$ cat config.mk
export PLATFORM = sky130hd
export DESIGN_NAME = ftct_ctrl
export DESIGN_NICKNAME = d
export VERILOG_FILES = /design/src/ftct_pkg.sv /design/src/ftct_ctrl.sv
export SDC_FILE = /design/constraint.sdc
export NUM_CORES = 1
export LEC_CHECK = 0
export BUFFER_PORTS_ARGS = -buffer_cell sky130_fd_sc_hd__clkbuf_2
export CAP_MARGIN = 40
export CELL_PAD_IN_SITES_DETAIL_PLACEMENT = 1
export CELL_PAD_IN_SITES_GLOBAL_PLACEMENT = 1
export CORE_ASPECT_RATIO = 0.6
export CORE_MARGIN = 2
export CORE_UTILIZATION = 45
export CTS_CLUSTER_SIZE = 30
export DETAILED_ROUTE_END_ITERATION = 10
export PLACE_DENSITY = 0.81
export SLEW_MARGIN = 20
export SYNTH_ARGS = -nofsm -noshare
export SYNTH_HDL_FRONTEND = slang
export SYNTH_SLANG_ARGS = --single-unit
$ cat constraint.sdc
create_clock -name aclk -period 4.5 [get_ports aclk]
set_input_delay 0.45 -clock aclk [delete_from_list [all_inputs] [get_ports aclk]]
set_output_delay 0.45 -clock aclk [all_outputs]
set_load 0.1 [all_outputs]
$ cat src/ftct_pkg.sv
// Operation
// - Full failure detection in normal mode
// - Failure counts only after qualifying delay
// - Return to differential after recovery delay
// - Failures 1,2,4,6a keep differential operation
// - Time dominant transmit input, stop driving
// - Dominant time-out between 0.75 and 4 ms
// - Failures 3,3a,5,6,6a,7 disable affected wire
// - Error output low while failure present in normal mode
// - Bus wake by either line dominant
// - Three low-power modes plus go-to-sleep
// - Sleep: inhibit floats, low line biased
// - Sleep: wake flag on receive and error
// - Standby like sleep, inhibit held high
// - Power-on standby shows power-on flag
// - Power-on flag set, cleared by normal
// - Wake on power-on, local, remote events
// - Local wake edge debounced 7 to 38 us
// - Wake request drives inhibit output high
// - Low-power modes keep partial failure detection
// - Go-to-sleep keeps inhibit for limited time
// - Logic supply loss forces mode inputs low
package ftct_pkg;

    localparam int unsigned CLK_PERIOD_PS    = 5000;
    localparam int unsigned DOM_TIMEOUT_NS   = 750000;
    localparam int unsigned WAKE_DEBOUNCE_NS = 7000;
    localparam int unsigned SLEEP_ENTRY_HOLD_TIME_NS = 5000;
    localparam int unsigned BIT_TIME_NS      = 8000;
    localparam int unsigned REMOTE_WAKE_BITS = 5;
    localparam int unsigned DOM_TIMEOUT_CYC  = (DOM_TIMEOUT_NS * 1000 + CLK_PERIOD_PS - 1)
                                               / CLK_PERIOD_PS;
    localparam int unsigned WAKE_DEBOUNCE_CYC = (WAKE_DEBOUNCE_NS * 1000 + CLK_PERIOD_PS - 1)
                                                / CLK_PERIOD_PS;
    localparam int unsigned SLEEP_ENTRY_CYC = (SLEEP_ENTRY_HOLD_TIME_NS * 1000
                                               + CLK_PERIOD_PS - 1) / CLK_PERIOD_PS;
    localparam int unsigned REMOTE_WAKE_CYC = (REMOTE_WAKE_BITS * BIT_TIME_NS * 1000
                                               + CLK_PERIOD_PS - 1) / CLK_PERIOD_PS;
    localparam int unsigned FAIL_QUAL_CYC_DEF  = 1000;
    localparam int unsigned FAIL_RECOV_CYC_DEF = 2000;

    localparam int unsigned CNT_W  = 18;
    localparam int unsigned NFAIL  = 9;
    localparam int unsigned ADDR_W = 4;

    // Failure bit order: 1,2,3,3a,4,5,6,6a,7
    localparam logic [8:0] FAIL_H_MASK  = 9'h02c;
    localparam logic [8:0] FAIL_L_MASK  = 9'h1c0;
    localparam logic [8:0] FAIL_SW_MASK = 9'h16c;
    localparam logic [8:0] FAIL_LP_MASK = 9'h11c;

    localparam logic [ADDR_W-1:0] REG_CTRL   = 4'h0;
    localparam logic [ADDR_W-1:0] REG_STATUS = 4'h4;
    localparam logic [ADDR_W-1:0] REG_FAIL   = 4'h8;
    localparam int unsigned CTRL_TX_MUTE   = 0;
    localparam int unsigned CTRL_WAKE_CLR  = 1;
    localparam logic [1:0]  RESP_OKAY      = 2'h0;
    localparam logic [1:0]  RESP_SLVERR    = 2'h2;

    typedef enum logic [2:0] {
        FT_NORMAL  = 3'h0,
        FT_GTS     = 3'h1,
        FT_SLEEP   = 3'h3,
        FT_STANDBY = 3'h2,
        FT_PWRON   = 3'h6
    } ftct_mode_t;

    typedef struct packed {
        logic canh_dom;
        logic canl_dom;
        logic diff_dom;
    } ftct_bus_in_t;

    typedef struct packed {
        logic drv_h;
        logic drv_l;
        logic term_h;
        logic term_l;
        logic low_line_termination;
    } ftct_bus_out_t;

    typedef struct packed {
        ftct_mode_t       mode;
        logic [NFAIL-1:0] fail_q;
        logic [CNT_W-1:0] qual_cnt;
        logic [CNT_W-1:0] dom_cnt;
        logic [CNT_W-1:0] wake_cnt;
        logic [CNT_W-1:0] bus_cnt;
        logic [CNT_W-1:0] gts_cnt;
        logic             tx_off;
        logic             wake_lvl;
        logic             por_flag;
        logic             wake_flag;
        logic             tx_mute;
        logic             rxd;
        logic             err_n;
        logic             vreg;
        logic             vreg_oe_n;
        logic             tx_dom;
        ftct_bus_out_t    bus;
        logic             aw_got;
        logic             w_got;
        logic [ADDR_W-1:0] awaddr;
        logic [31:0]      wdata;
        logic [3:0]       wstrb;
        logic             awready;
        logic             wready;
        logic             bvalid;
        logic [1:0]       bresp;
        logic             arready;
        logic             rvalid;
        logic [31:0]      rdata;
        logic [1:0]       rresp;
    } ftct_state_t;

endpackage : ftct_pkg

$ cat src/ftct_ctrl.sv
// Added by the designer: the register addresses and register access over AXI4-Lite.
`timescale 1ns/1ps
`default_nettype none
module ftct_ctrl
    import ftct_pkg::*;
#(
    parameter int unsigned DOM_TO_CYC      = DOM_TIMEOUT_CYC,
    parameter int unsigned REMOTE_CYC      = REMOTE_WAKE_CYC,
    parameter int unsigned FAIL_QUAL_CYC   = FAIL_QUAL_CYC_DEF,
    parameter int unsigned FAIL_RECOV_CYC  = FAIL_RECOV_CYC_DEF
) (
    input  wire logic              aclk,
    input  wire logic              aresetn,
    input  wire logic              clk_en,
    input  wire logic              txd,
    input  wire logic              standby_ctrl,
    input  wire logic              mode_enable,
    input  wire logic              wake_in,
    input  wire logic              bat_por_evt,
    input  wire logic              vcc_ok,
    input  wire logic [NFAIL-1:0]  fail_raw,
    input  wire ftct_bus_in_t      bus_in,
    output var  ftct_bus_out_t     bus_out,
    output var  logic              tx_dom,
    output var  logic              rxd,
    output var  logic              err_n,
    output var  logic              regulator_inhibit_out,
    output var  logic              regulator_inhibit_oe_n,
    input  wire logic [ADDR_W-1:0] awaddr,
    input  wire logic              awvalid,
    output var  logic              awready,
    input  wire logic [31:0]       wdata,
    input  wire logic [3:0]        wstrb,
    input  wire logic              wvalid,
    output var  logic              wready,
    output var  logic [1:0]        bresp,
    output var  logic              bvalid,
    input  wire logic              bready,
    input  wire logic [ADDR_W-1:0] araddr,
    input  wire logic              arvalid,
    output var  logic              arready,
    output var  logic [31:0]       rdata,
    output var  logic [1:0]        rresp,
    output var  logic              rvalid,
    input  wire logic              rready
);

    ftct_state_t      st;
    ftct_state_t      n;
    ftct_mode_t       sel;
    logic             lp;
    logic [NFAIL-1:0] raw_m;
    logic             onset;
    logic             sw;
    logic             rx_dom;
    logic             wake_evt;
    logic             wake_clr;

    always_comb begin
        n        = st;
        sel      = FT_STANDBY;
        lp       = 1'b0;
        raw_m    = '0;
        onset    = 1'b0;
        sw       = 1'b0;
        rx_dom   = 1'b0;
        wake_evt = 1'b0;
        wake_clr = 1'b0;

        // Mode pins, forced low when the logic supply is gone
        if (vcc_ok) begin
            case ({standby_ctrl, mode_enable})
                2'b11:   sel = FT_NORMAL;
                2'b10:   sel = FT_PWRON;
                2'b01:   sel = FT_GTS;
                default: sel = FT_STANDBY;
            endcase
        end

        // Mode sequencing
        n.gts_cnt = '0;
        case (st.mode)
            FT_GTS: begin
                if (sel == FT_GTS) begin
                    if (st.gts_cnt == CNT_W'(SLEEP_ENTRY_CYC - 1)) begin
                        n.mode = FT_SLEEP;
                    end else begin
                        n.gts_cnt = st.gts_cnt + 1'b1;
                    end
                end else begin
                    n.mode = sel;
                end
            end
            FT_SLEEP: begin
                if (sel == FT_NORMAL || sel == FT_PWRON) begin
                    n.mode = sel;
                end
            end
            FT_NORMAL, FT_PWRON, FT_STANDBY: begin
                n.mode = sel;
            end
            default: begin
                n.mode = FT_STANDBY;
            end
        endcase
        lp = (n.mode != FT_NORMAL);

        // Failure qualification; low-power modes watch a subset only
        raw_m = lp ? (fail_raw & FAIL_LP_MASK) : fail_raw;
        onset = |(raw_m & ~st.fail_q);
        if (raw_m != st.fail_q) begin
            if (onset && st.qual_cnt >= CNT_W'(FAIL_QUAL_CYC - 1)) begin
                n.fail_q   = raw_m;
                n.qual_cnt = '0;
            end else if (!onset && st.qual_cnt >= CNT_W'(FAIL_RECOV_CYC - 1)) begin
                n.fail_q   = raw_m;
                n.qual_cnt = '0;
            end else begin
                n.qual_cnt = st.qual_cnt + 1'b1;
            end
        end else begin
            n.qual_cnt = '0;
        end

        // Dominant time-out on the transmit input
        if (n.mode == FT_NORMAL && !txd) begin
            if (!st.tx_off) begin
                if (st.dom_cnt == CNT_W'(DOM_TO_CYC - 1)) begin
                    n.tx_off  = 1'b1;
                    n.dom_cnt = '0;
                end else begin
                    n.dom_cnt = st.dom_cnt + 1'b1;
                end
            end
        end else begin
            n.tx_off  = 1'b0;
            n.dom_cnt = '0;
        end

        // Local wake: both edges, new level must be held
        if (wake_in != st.wake_lvl) begin
            if (st.wake_cnt == CNT_W'(WAKE_DEBOUNCE_CYC - 1)) begin
                n.wake_lvl = wake_in;
                n.wake_cnt = '0;
                wake_evt   = lp;
            end else begin
                n.wake_cnt = st.wake_cnt + 1'b1;
            end
        end else begin
            n.wake_cnt = '0;
        end

        // Remote wake: dominant on either line alone
        if (lp && (bus_in.canh_dom || bus_in.canl_dom)) begin
            if (st.bus_cnt == CNT_W'(REMOTE_CYC - 1)) begin
                wake_evt  = 1'b1;
                n.bus_cnt = '0;
            end else begin
                n.bus_cnt = st.bus_cnt + 1'b1;
            end
        end else begin
            n.bus_cnt = '0;
        end

        if (bat_por_evt) begin
            wake_evt = 1'b1;
        end

        // AXI4-Lite write channel
        if (st.bvalid && bready) begin
            n.bvalid = 1'b0;
        end
        if (st.awready && awvalid) begin
            n.aw_got = 1'b1;
            n.awaddr = awaddr;
        end
        if (st.wready && wvalid) begin
            n.w_got = 1'b1;
            n.wdata = wdata;
            n.wstrb = wstrb;
        end
        if (n.aw_got && n.w_got && !st.bvalid) begin
            n.aw_got = 1'b0;
            n.w_got  = 1'b0;
            n.bvalid = 1'b1;
            n.bresp  = RESP_OKAY;
            case (n.awaddr)
                REG_CTRL: begin
                    if (n.wstrb[0]) begin
                        n.tx_mute = n.wdata[CTRL_TX_MUTE];
                        wake_clr  = n.wdata[CTRL_WAKE_CLR];
                    end
                end
                REG_STATUS, REG_FAIL: begin
                    n.bresp = RESP_OKAY;
                end
                default: begin
                    n.bresp = RESP_SLVERR;
                end
            endcase
        end
        n.awready = !n.aw_got && !n.bvalid;
        n.wready  = !n.w_got && !n.bvalid;

        // Flags: clear first, so a set in the same cycle wins
        if (n.mode == FT_NORMAL && st.mode != FT_NORMAL) begin
            n.por_flag  = 1'b0;
            n.wake_flag = 1'b0;
        end
        if (wake_clr) begin
            n.wake_flag = 1'b0;
        end
        if (bat_por_evt) begin
            n.por_flag = 1'b1;
        end
        if (wake_evt) begin
            n.wake_flag = 1'b1;
        end

        // AXI4-Lite read channel
        if (st.rvalid && rready) begin
            n.rvalid = 1'b0;
        end
        if (st.arready && arvalid) begin
            n.rvalid = 1'b1;
            n.rresp  = RESP_OKAY;
            case (araddr)
                REG_CTRL:   n.rdata = {31'h0, st.tx_mute};
                REG_STATUS: n.rdata = {24'h0, vcc_ok, st.wake_flag, st.por_flag,
                                       st.tx_off, |(st.fail_q & FAIL_SW_MASK), st.mode};
                REG_FAIL:   n.rdata = {23'h0, st.fail_q};
                default: begin
                    n.rdata = 32'h0;
                    n.rresp = RESP_SLVERR;
                end
            endcase
        end
        n.arready = !n.rvalid;

        // Wire configuration from qualified failures
        sw                = |(n.fail_q & FAIL_SW_MASK);
        n.bus.term_h      = ~|(n.fail_q & FAIL_H_MASK);
        n.bus.term_l      = ~|(n.fail_q & FAIL_L_MASK);
        n.bus.low_line_termination = lp;
        n.tx_dom          = (n.mode == FT_NORMAL) && !txd && !n.tx_off && !n.tx_mute;
        n.bus.drv_h       = n.tx_dom && n.bus.term_h;
        n.bus.drv_l       = n.tx_dom && n.bus.term_l;
        if (!sw) begin
            rx_dom = bus_in.diff_dom;
        end else if (!n.bus.term_h) begin
            rx_dom = bus_in.canl_dom;
        end else begin
            rx_dom = bus_in.canh_dom;
        end

        // Host-side outputs per mode
        if (!vcc_ok) begin
            n.rxd   = 1'b1;
            n.err_n = 1'b1;
        end else if (n.mode == FT_NORMAL) begin
            n.rxd   = !rx_dom;
            n.err_n = ~|n.fail_q;
        end else if (n.mode == FT_PWRON) begin
            n.rxd   = !n.wake_flag;
            n.err_n = !n.por_flag;
        end else begin
            n.rxd   = !n.wake_flag;
            n.err_n = !n.wake_flag;
        end

        // Regulator inhibit floats only in sleep without a wake request
        if (n.mode == FT_SLEEP && !n.wake_flag) begin
            n.vreg      = 1'b0;
            n.vreg_oe_n = 1'b1;
        end else begin
            n.vreg      = 1'b1;
            n.vreg_oe_n = 1'b0;
        end
    end

    always_ff @(posedge aclk) begin
        if (!aresetn) begin
            st          <= '0;
            st.mode     <= FT_STANDBY;
            st.por_flag <= 1'b1;
            st.wake_flag <= 1'b1;
            st.wake_lvl <= 1'b1;
            st.rxd      <= 1'b1;
            st.err_n    <= 1'b1;
            st.vreg     <= 1'b1;
            st.awready  <= 1'b1;
            st.wready   <= 1'b1;
            st.arready  <= 1'b1;
        end else if (clk_en) begin
            st <= n;
        end
    end

    assign bus_out                = st.bus;
    assign tx_dom                 = st.tx_dom;
    assign rxd                    = st.rxd;
    assign err_n                  = st.err_n;
    assign regulator_inhibit_out  = st.vreg;
    assign regulator_inhibit_oe_n = st.vreg_oe_n;
    assign awready                = st.awready;
    assign wready                 = st.wready;
    assign bresp                  = st.bresp;
    assign bvalid                 = st.bvalid;
    assign arready                = st.arready;
    assign rdata                  = st.rdata;
    assign rresp                  = st.rresp;
    assign rvalid                 = st.rvalid;

    AST_ERR_FAIL: assert property (@(posedge aclk) disable iff (!aresetn)
        clk_en && vcc_ok && sel == FT_NORMAL && st.mode != FT_SLEEP && st.mode != FT_GTS
        |=> st.err_n == !(|st.fail_q))
        else $error("error output does not follow failures");

    AST_DOM_OFF: assert property (@(posedge aclk) disable iff (!aresetn)
        st.tx_off |-> !st.tx_dom && !st.bus.drv_h && !st.bus.drv_l)
        else $error("dominant drive after time-out");

    AST_DOM_LIMIT: assert property (@(posedge aclk) disable iff (!aresetn)
        $rose(st.tx_off) |-> $past(st.dom_cnt) == CNT_W'(DOM_TO_CYC - 1))
        else $error("time-out fired at wrong count");

    AST_SLEEP_VREG: assert property (@(posedge aclk) disable iff (!aresetn)
        st.mode == FT_SLEEP && !st.wake_flag |-> st.vreg_oe_n && st.bus.low_line_termination)
        else $error("inhibit not released in sleep");

    AST_STBY_VREG: assert property (@(posedge aclk) disable iff (!aresetn)
        st.mode == FT_STANDBY |-> !st.vreg_oe_n && st.vreg && !st.tx_dom)
        else $error("standby inhibit not high");

    AST_PWRON_ERR: assert property (@(posedge aclk) disable iff (!aresetn)
        clk_en && vcc_ok && st.mode == FT_PWRON ##1 st.mode == FT_PWRON
        |-> st.err_n == !st.por_flag && st.rxd == !st.wake_flag)
        else $error("power-on standby outputs wrong");

    AST_WAKE_VREG: assert property (@(posedge aclk) disable iff (!aresetn)
        clk_en && bat_por_evt |=> st.wake_flag && st.vreg && !st.vreg_oe_n)
        else $error("wake did not raise inhibit");

    AST_VCC_SAFE: assert property (@(posedge aclk) disable iff (!aresetn)
        clk_en && !vcc_ok |=> st.mode != FT_NORMAL && st.mode != FT_PWRON)
        else $error("mode not forced low without supply");

    AST_QUAL_ON: assert property (@(posedge aclk) disable iff (!aresetn)
        $changed(st.fail_q) && $past(onset) |-> $past(st.qual_cnt) >= CNT_W'(FAIL_QUAL_CYC - 1))
        else $error("failure taken before qualifying delay");

    AST_QUAL_OFF: assert property (@(posedge aclk) disable iff (!aresetn)
        $changed(st.fail_q) && !$past(onset) |-> $past(st.qual_cnt) >= CNT_W'(FAIL_RECOV_CYC - 1))
        else $error("recovery before delay");

    AST_GTS_SLEEP: assert property (@(posedge aclk) disable iff (!aresetn)
        st.mode == FT_SLEEP && $past(st.mode) == FT_GTS
        |-> $past(st.gts_cnt) == CNT_W'(SLEEP_ENTRY_CYC - 1))
        else $error("sleep entered before hold time");

endmodule : ftct_ctrl
`default_nettype wire

Word level (Yosys, flattened, before mapping) --
Index checks and enable logic that the tools add are counted.
Cells by class: magnitude comparators 2, reductions and logical operators 57, eq/ne operators 22, multiplexer cells 58, $add $sub $neg 5, bitwise logic cells 2
Operators with widths (count):
- two-way mux 18 bit | 12
- adder 18 x 1 -> 18 bit, second input constant | 5
- two-way mux 35 bit | 1
- two-way mux 27 bit | 1
- one-hot mux 9 bit (3 select lines) | 1
- two-way mux 1 bit | 24
- logical AND 1 bit | 19
- == test 18 x 10 -> 1 bit, second input constant | 1
- == test 18 x 11 -> 1 bit, second input constant | 1
- == test 18 x 13 -> 1 bit, second input constant | 1
- == test 18 bit, second input constant | 1
- greater-or-equal comparator 18 x 10 -> 1 bit, second input constant | 1
- greater-or-equal comparator 18 x 11 -> 1 bit, second input constant | 1
- two-way mux 9 bit | 2
- one-hot mux 3 bit (3 select lines) | 2
- OR reduction 9 bit | 2
- logical NOT 1 bit | 15
- two-way mux 3 bit | 5
- OR reduction 3 bit | 5
- two-way mux 2 bit | 7
- OR reduction 5 bit | 2
- AND 9 bit | 1
- == test 3 x 2 -> 1 bit, second input constant | 3
- == test 3 bit, second input constant | 3
- other kinds (18) | 30
Storage, ports and cells: word-level logic and storage cells 182, input bits 70, bits in registers 170, output and inout port bits 51

Logic depth before layout (Yosys ltp) --
depth after elaboration 22, mapped depth 13

Least setup slack after synthesis --
Ideal clock, no wire load.
path kind input port to flip-flop, start input vcc_ok, end register, netlist name rxd, library setup time 127 ps, stages on the path 11, data required time 4373 ps, path slack 1583 ps, buffers on the path 1, data arrival time 2790 ps, cells stage by stage and3_1 a21boi_2 and2_1 ha_1 or4_4 nor4_4 o2111ai_2 buf_6 a22o_1 a221oi_2 nor4_2
Between the ends: word-level cells in the longest chain between the ends 20
Ends and longest elaborated chain:
- from (decl) | RTL line ftct_ctrl.sv:20 | input wire logic vcc_ok,
- two-way mux 3 bit | RTL line ftct_ctrl.sv:71 | if (vcc_ok) begin
- == test 3 bit / logical NOT 3 bit (equally long branches) | RTL line ftct_ctrl.sv:95 | if (sel == FT_NORMAL || sel == FT_PWRON) begin
- logical OR 1 bit | RTL line ftct_ctrl.sv:95
- two-way mux 3 bit | RTL line ftct_ctrl.sv:95
- one-hot mux 3 bit (3 select lines) | RTL line ftct_ctrl.sv:82 | case (st.mode)
- nonzero test 3 bit | RTL line ftct_ctrl.sv:106 | lp = (n.mode != FT_NORMAL);
- two-way mux 8 bit | RTL line ftct_ctrl.sv:109 | raw_m = lp ? (fail_raw & FAIL_LP_MASK) : fail_raw;
- AND 9 bit | RTL line ftct_ctrl.sv:110 | onset = |(raw_m & ~st.fail_q);
- [... 4 more ...]
- two-way mux 27 bit | RTL line ftct_ctrl.sv:112 | if (onset && st.qual_cnt >= CNT_W'(FAIL_QUAL_CYC - 1)) begin
- two-way mux 9 bit | RTL line ftct_ctrl.sv:111 | if (raw_m != st.fail_q) begin
- OR reduction 3 bit | RTL line ftct_ctrl.sv:242 | n.bus.term_h = ~|(n.fail_q & FAIL_H_MASK);
- two-way mux 1 bit | RTL line ftct_ctrl.sv:250 | end else if (!n.bus.term_h) begin
- two-way mux 1 bit | RTL line ftct_ctrl.sv:248 | if (!sw) begin
- logical NOT 1 bit | RTL line ftct_ctrl.sv:261 | n.rxd = !rx_dom;
- two-way mux 2 bit | RTL line ftct_ctrl.sv:260 | end else if (n.mode == FT_NORMAL) begin
- two-way mux 2 bit * | RTL line ftct_ctrl.sv:257 | if (!vcc_ok) begin
Every way passes the cells marked *; elsewhere a longest branch is shown, timed or not. A chain may end at the register's enable or synchronous reset.

Worst setup path in the final report --
start register st[197] (netlist bit), end register st[178] (netlist bit)
Between the ends: word-level cells in the longest chain between the ends 12
Ends and longest elaborated chain:
- from (decl) | RTL line ftct_ctrl.sv:48 | ftct_state_t st;
- from (signal assigned) | RTL line ftct_ctrl.sv:295 | st <= n;
- == test 3 bit (tied with other cells) | RTL line ftct_ctrl.sv:82
- OR reduction 3 bit / two-way mux 3 bit (equally long branches) | RTL line ftct_ctrl.sv:82, ftct_ctrl.sv:84
- one-hot mux 3 bit (3 select lines) * | RTL line ftct_ctrl.sv:82
- nonzero test 3 bit * | RTL line ftct_ctrl.sv:106
- two-way mux 8 bit * | RTL line ftct_ctrl.sv:109
- AND 9 bit | RTL line ftct_ctrl.sv:110
- OR reduction 9 bit | RTL line ftct_ctrl.sv:110
- logical NOT 1 bit | RTL line ftct_ctrl.sv:115 | end else if (!onset && st.qual_cnt >= CNT_W'(FAIL_RECOV_CYC - 1)) begin
- logical AND 1 bit | RTL line ftct_ctrl.sv:115
- two-way mux 18 bit | RTL line ftct_ctrl.sv:115
- two-way mux 27 bit | RTL line ftct_ctrl.sv:112
- two-way mux 18 bit * | RTL line ftct_ctrl.sv:111
Marked as above.

==> run metrics <==
sequential element share of the synthesized area=37.4%; Min Clock Period, post-route=3.54 ns; Hold Crit Class=in2reg; fmax=283 MHz; RSZ-0062 raised after global routing=no; status=finished, final reports clean; Mapped Cells=912; vias per cell=5.77; Max FO, Critical Path=13; # Post-CTS Setup Buffers=0; Placed Instances=1152; Max Clock Skew=0.00905 ns; Seq cells post-synth=142; final clock period utilization by the worst path=78.6%; max incr delay on CP=0.56 ns; Critical-path top delay cell=nor2_2; die area=18000 µm²; final-stage net count=1028; Ports=121; CP arrival=3.87 ns; Die Wd=172 µm; core area=16400 µm²; CTS root buf=clkbuf_16; sequential cell area=2840 µm²; wire per inst=18.5 µm; # fillers=1986; num rows=36; Post-CTS Resized=0; Reg2Reg Setup Slack=0.96 ns; Die H=105 µm; CTS clock-pin slew for the worst setup and hold paths=0.06 ns; final hold violations=0; power per cell area=365 nW/µm²; min-delay src=awaddr[3]; fin cells=1183; Clock Path Buffers=2; TNS Setup=0 ns; worst reg-to-reg path cell count=10; initial antenna violation count=0; vias in the first global route=6747; Slew @ Worst Pin=0.840 ns; Total Power=3.07 mW; design area=8420 µm²; Global Route Usage Sum=25.2%; grt total ovfl=0; Crit. End Element=flip-flop; port bufs=62; Synth-to-Final Area Change=10.9%; RR Startpoint=st[197]$_SDFFE_PN0P_; Largest Register=st; Largest register FFs=116; DP Area=7820 µm²; layout cells sized above 1=15.0%; r2r endpoint=st[178]$_SDFFE_PN0P_; worst-case vdd ir drop=272 µV; Synth Cell Area=7600 µm²; Pre-Repair DR Iteration Count=5; CP Data Required Time=4.83 ns; Detailed Route Iter0 Violations=468; via count=6827; hold path endpoint=st[80]$_SDFFE_PN0P_; Max Cap Violations=0; FFs w/ async S/R, synth=0%; Synth cell types=88; initial core utilization=46.5%; crit path launch type=flip-flop; Worst-Skew Late Latency=0.42 ns; Num CTS Buffers=17; antenna diode count=0; Final Max Slew Viols=0; hold path depth=3; Syn Area/Cell=8.33 µm²; Post-synth EDFFs=0; fin util=51.5%; CP Cell Sequence=nand2b_1, a21boi_2, and2_1, ha_1, or4_4, nor4_4, o2111ai_2, nor2_2, a41oi_2, a311oi_2; Multi-input gate area=4170 µm²; global-route wire length before repair=35900 µm; RePlAce Congestion=0.822; hold-fix buffer count after cts=0; LEAKAGE=3.25 nW; most common flop cell mapped by yosys=dfxtp_1; htree depth=4; CTS Sinks=142; Final Routed Wirelength=21900 µm; CTS tree=built; synth warn=0; final setup violation count=0; DRT antenna net count=0; critical path class=reg2reg; slew margin rel.=44.0%; # DRC=0; post-DP HPWL=15000 µm; largest net degree at the start of global routing=44
-- Yosys cell counts, types with 8 or more instances --
cell type | n | area [µm²]
nand3_1 | 38 | 190
nand2_1 | 74 | 278
nand4_1 | 18 | 113
nor2b_1 | 8 | 50.1
buf_4 | 46 | 345
a31oi_1 | 9 | 56.3
a21oi_1 | 56 | 280
and2_1 | 12 | 75.1
o21ai_0 | 27 | 135
ha_1 | 14 | 175
and3_1 | 21 | 131
o31ai_1 | 10 | 75.1
nor4_1 | 11 | 68.8
clkbuf_1 | 27 | 101
xor2_1 | 14 | 123
inv_1 | 27 | 101
xnor2_1 | 20 | 175
nor2_1 | 132 | 495
dfxtp_1 | 142 | 2840
a22oi_1 | 11 | 82.6
mux2i_1 | 21 | 210
nor3_1 | 26 | 130
-- worst max path at each step --
stage | end | cells past startpoint | slack [ns] | from
floorplan | rxd$_SDFFE_PN1P_ | 11 | 1.58 | vcc_ok
global placement | st[177]$_SDFFE_PN0P_ | 11 | 0.79 | vcc_ok
detailed placement | st[177]$_SDFFE_PN0P_ | 11 | 0.72 | vcc_ok
CTS | st[177]$_SDFFE_PN0P_ | 10 | 0.98 | st[197]$_SDFFE_PN0P_
global route | st[177]$_SDFFE_PN0P_ | 10 | 0.69 | st[197]$_SDFFE_PN0P_
finish | st[178]$_SDFFE_PN0P_ | 10 | 0.96 | st[197]$_SDFFE_PN0P_
-- kinds of logic after synthesis --
family                     Yosys count  share of synthesized area (%)
xor gates and xnor gates            34                           3.92
AOI/OAI and AO/OA                  187                           17.6
and+or+nand+nor                    397                           26.7
muxes                               23                           3.06
DFF                                142                           37.4
other                                1                         0.0494
adders and majority gates           14                           2.31
buffers and inverters              114                           8.99
-- placed cells by master (no fill, tap or decap), types with 7 or more instances in the layout --
cell,netlist,final
a22oi_1,11,11
a21oi_1,56,56
xor2_1,14,14
conb_1,1,25
o21ai_0,27,27
ha_1,14,14
nand3_1,38,38
a311oi_1,7,7
nor4_1,11,11
a31oi_1,9,9
buf_4,46,11
dfxtp_1,142,142
nand2_1,74,74
xnor2_1,20,20
o31ai_1,10,10
nor2_1,132,132
and2_1,12,12
nor3_1,26,25
clkbuf_2,0,62
clkbuf_16,0,17
inv_1,27,26
nand4_1,18,18
mux2i_1,21,21
and3_1,21,21
nor2b_1,8,8
-- layer usage --
| layer | global-route usage [%] | vias to the layer above | part of all wire, % |
|---|---|---|---|
| met2 | 38.0 | 148 | 44 |
| met3 | 4.85 | 19 | 4.3 |
| met4 | 7.38 | 0 | 1.4 |
| met1 | 36.4 | 3380 | 50 |
| li1 | - | 3280 | - |
| met5 | 0 | - | 0 |
-- layout make-up --
type,count,share of cell area [%]
multi-input cells,680,49.5
clock inverters,10,1.37
well taps,228,3.39
flip-flops and latches,142,33.8
clock buffers,20,5.54
repair buffers,76,5.27
inverters,27,1.20
-- power breakdown --
group	total (mW)	internal (mW)	switching, mW
sequential	1.30	1.28	0.0203
clock	1.41	0.851	0.561
combinational	0.364	0.0775	0.286
-- critical path, delay by kind of cell, from the launching register on --
| family | cells | cell delay (ns) |
|---|---|---|
| AOI/OAI and AO/OA | 4 | 0.95 |
| adders and majority gates | 1 | 0.19 |
| DFF | 1 | 0.50 |
| and+or+nand+nor | 5 | 1.80 |
-- metrics by stage --
step / setup slack (ns) / hold slack (ns)
finish: 0.963 / 0.277
global route: 0.694 / 0.274
CTS: 0.978 / 0.255
detailed placement: 0.720 / 0.463
global placement: 0.786 / 0.451
floorplan: 1.58 / 0.435
No activity file was read; power rests on OpenSTA's default activity.
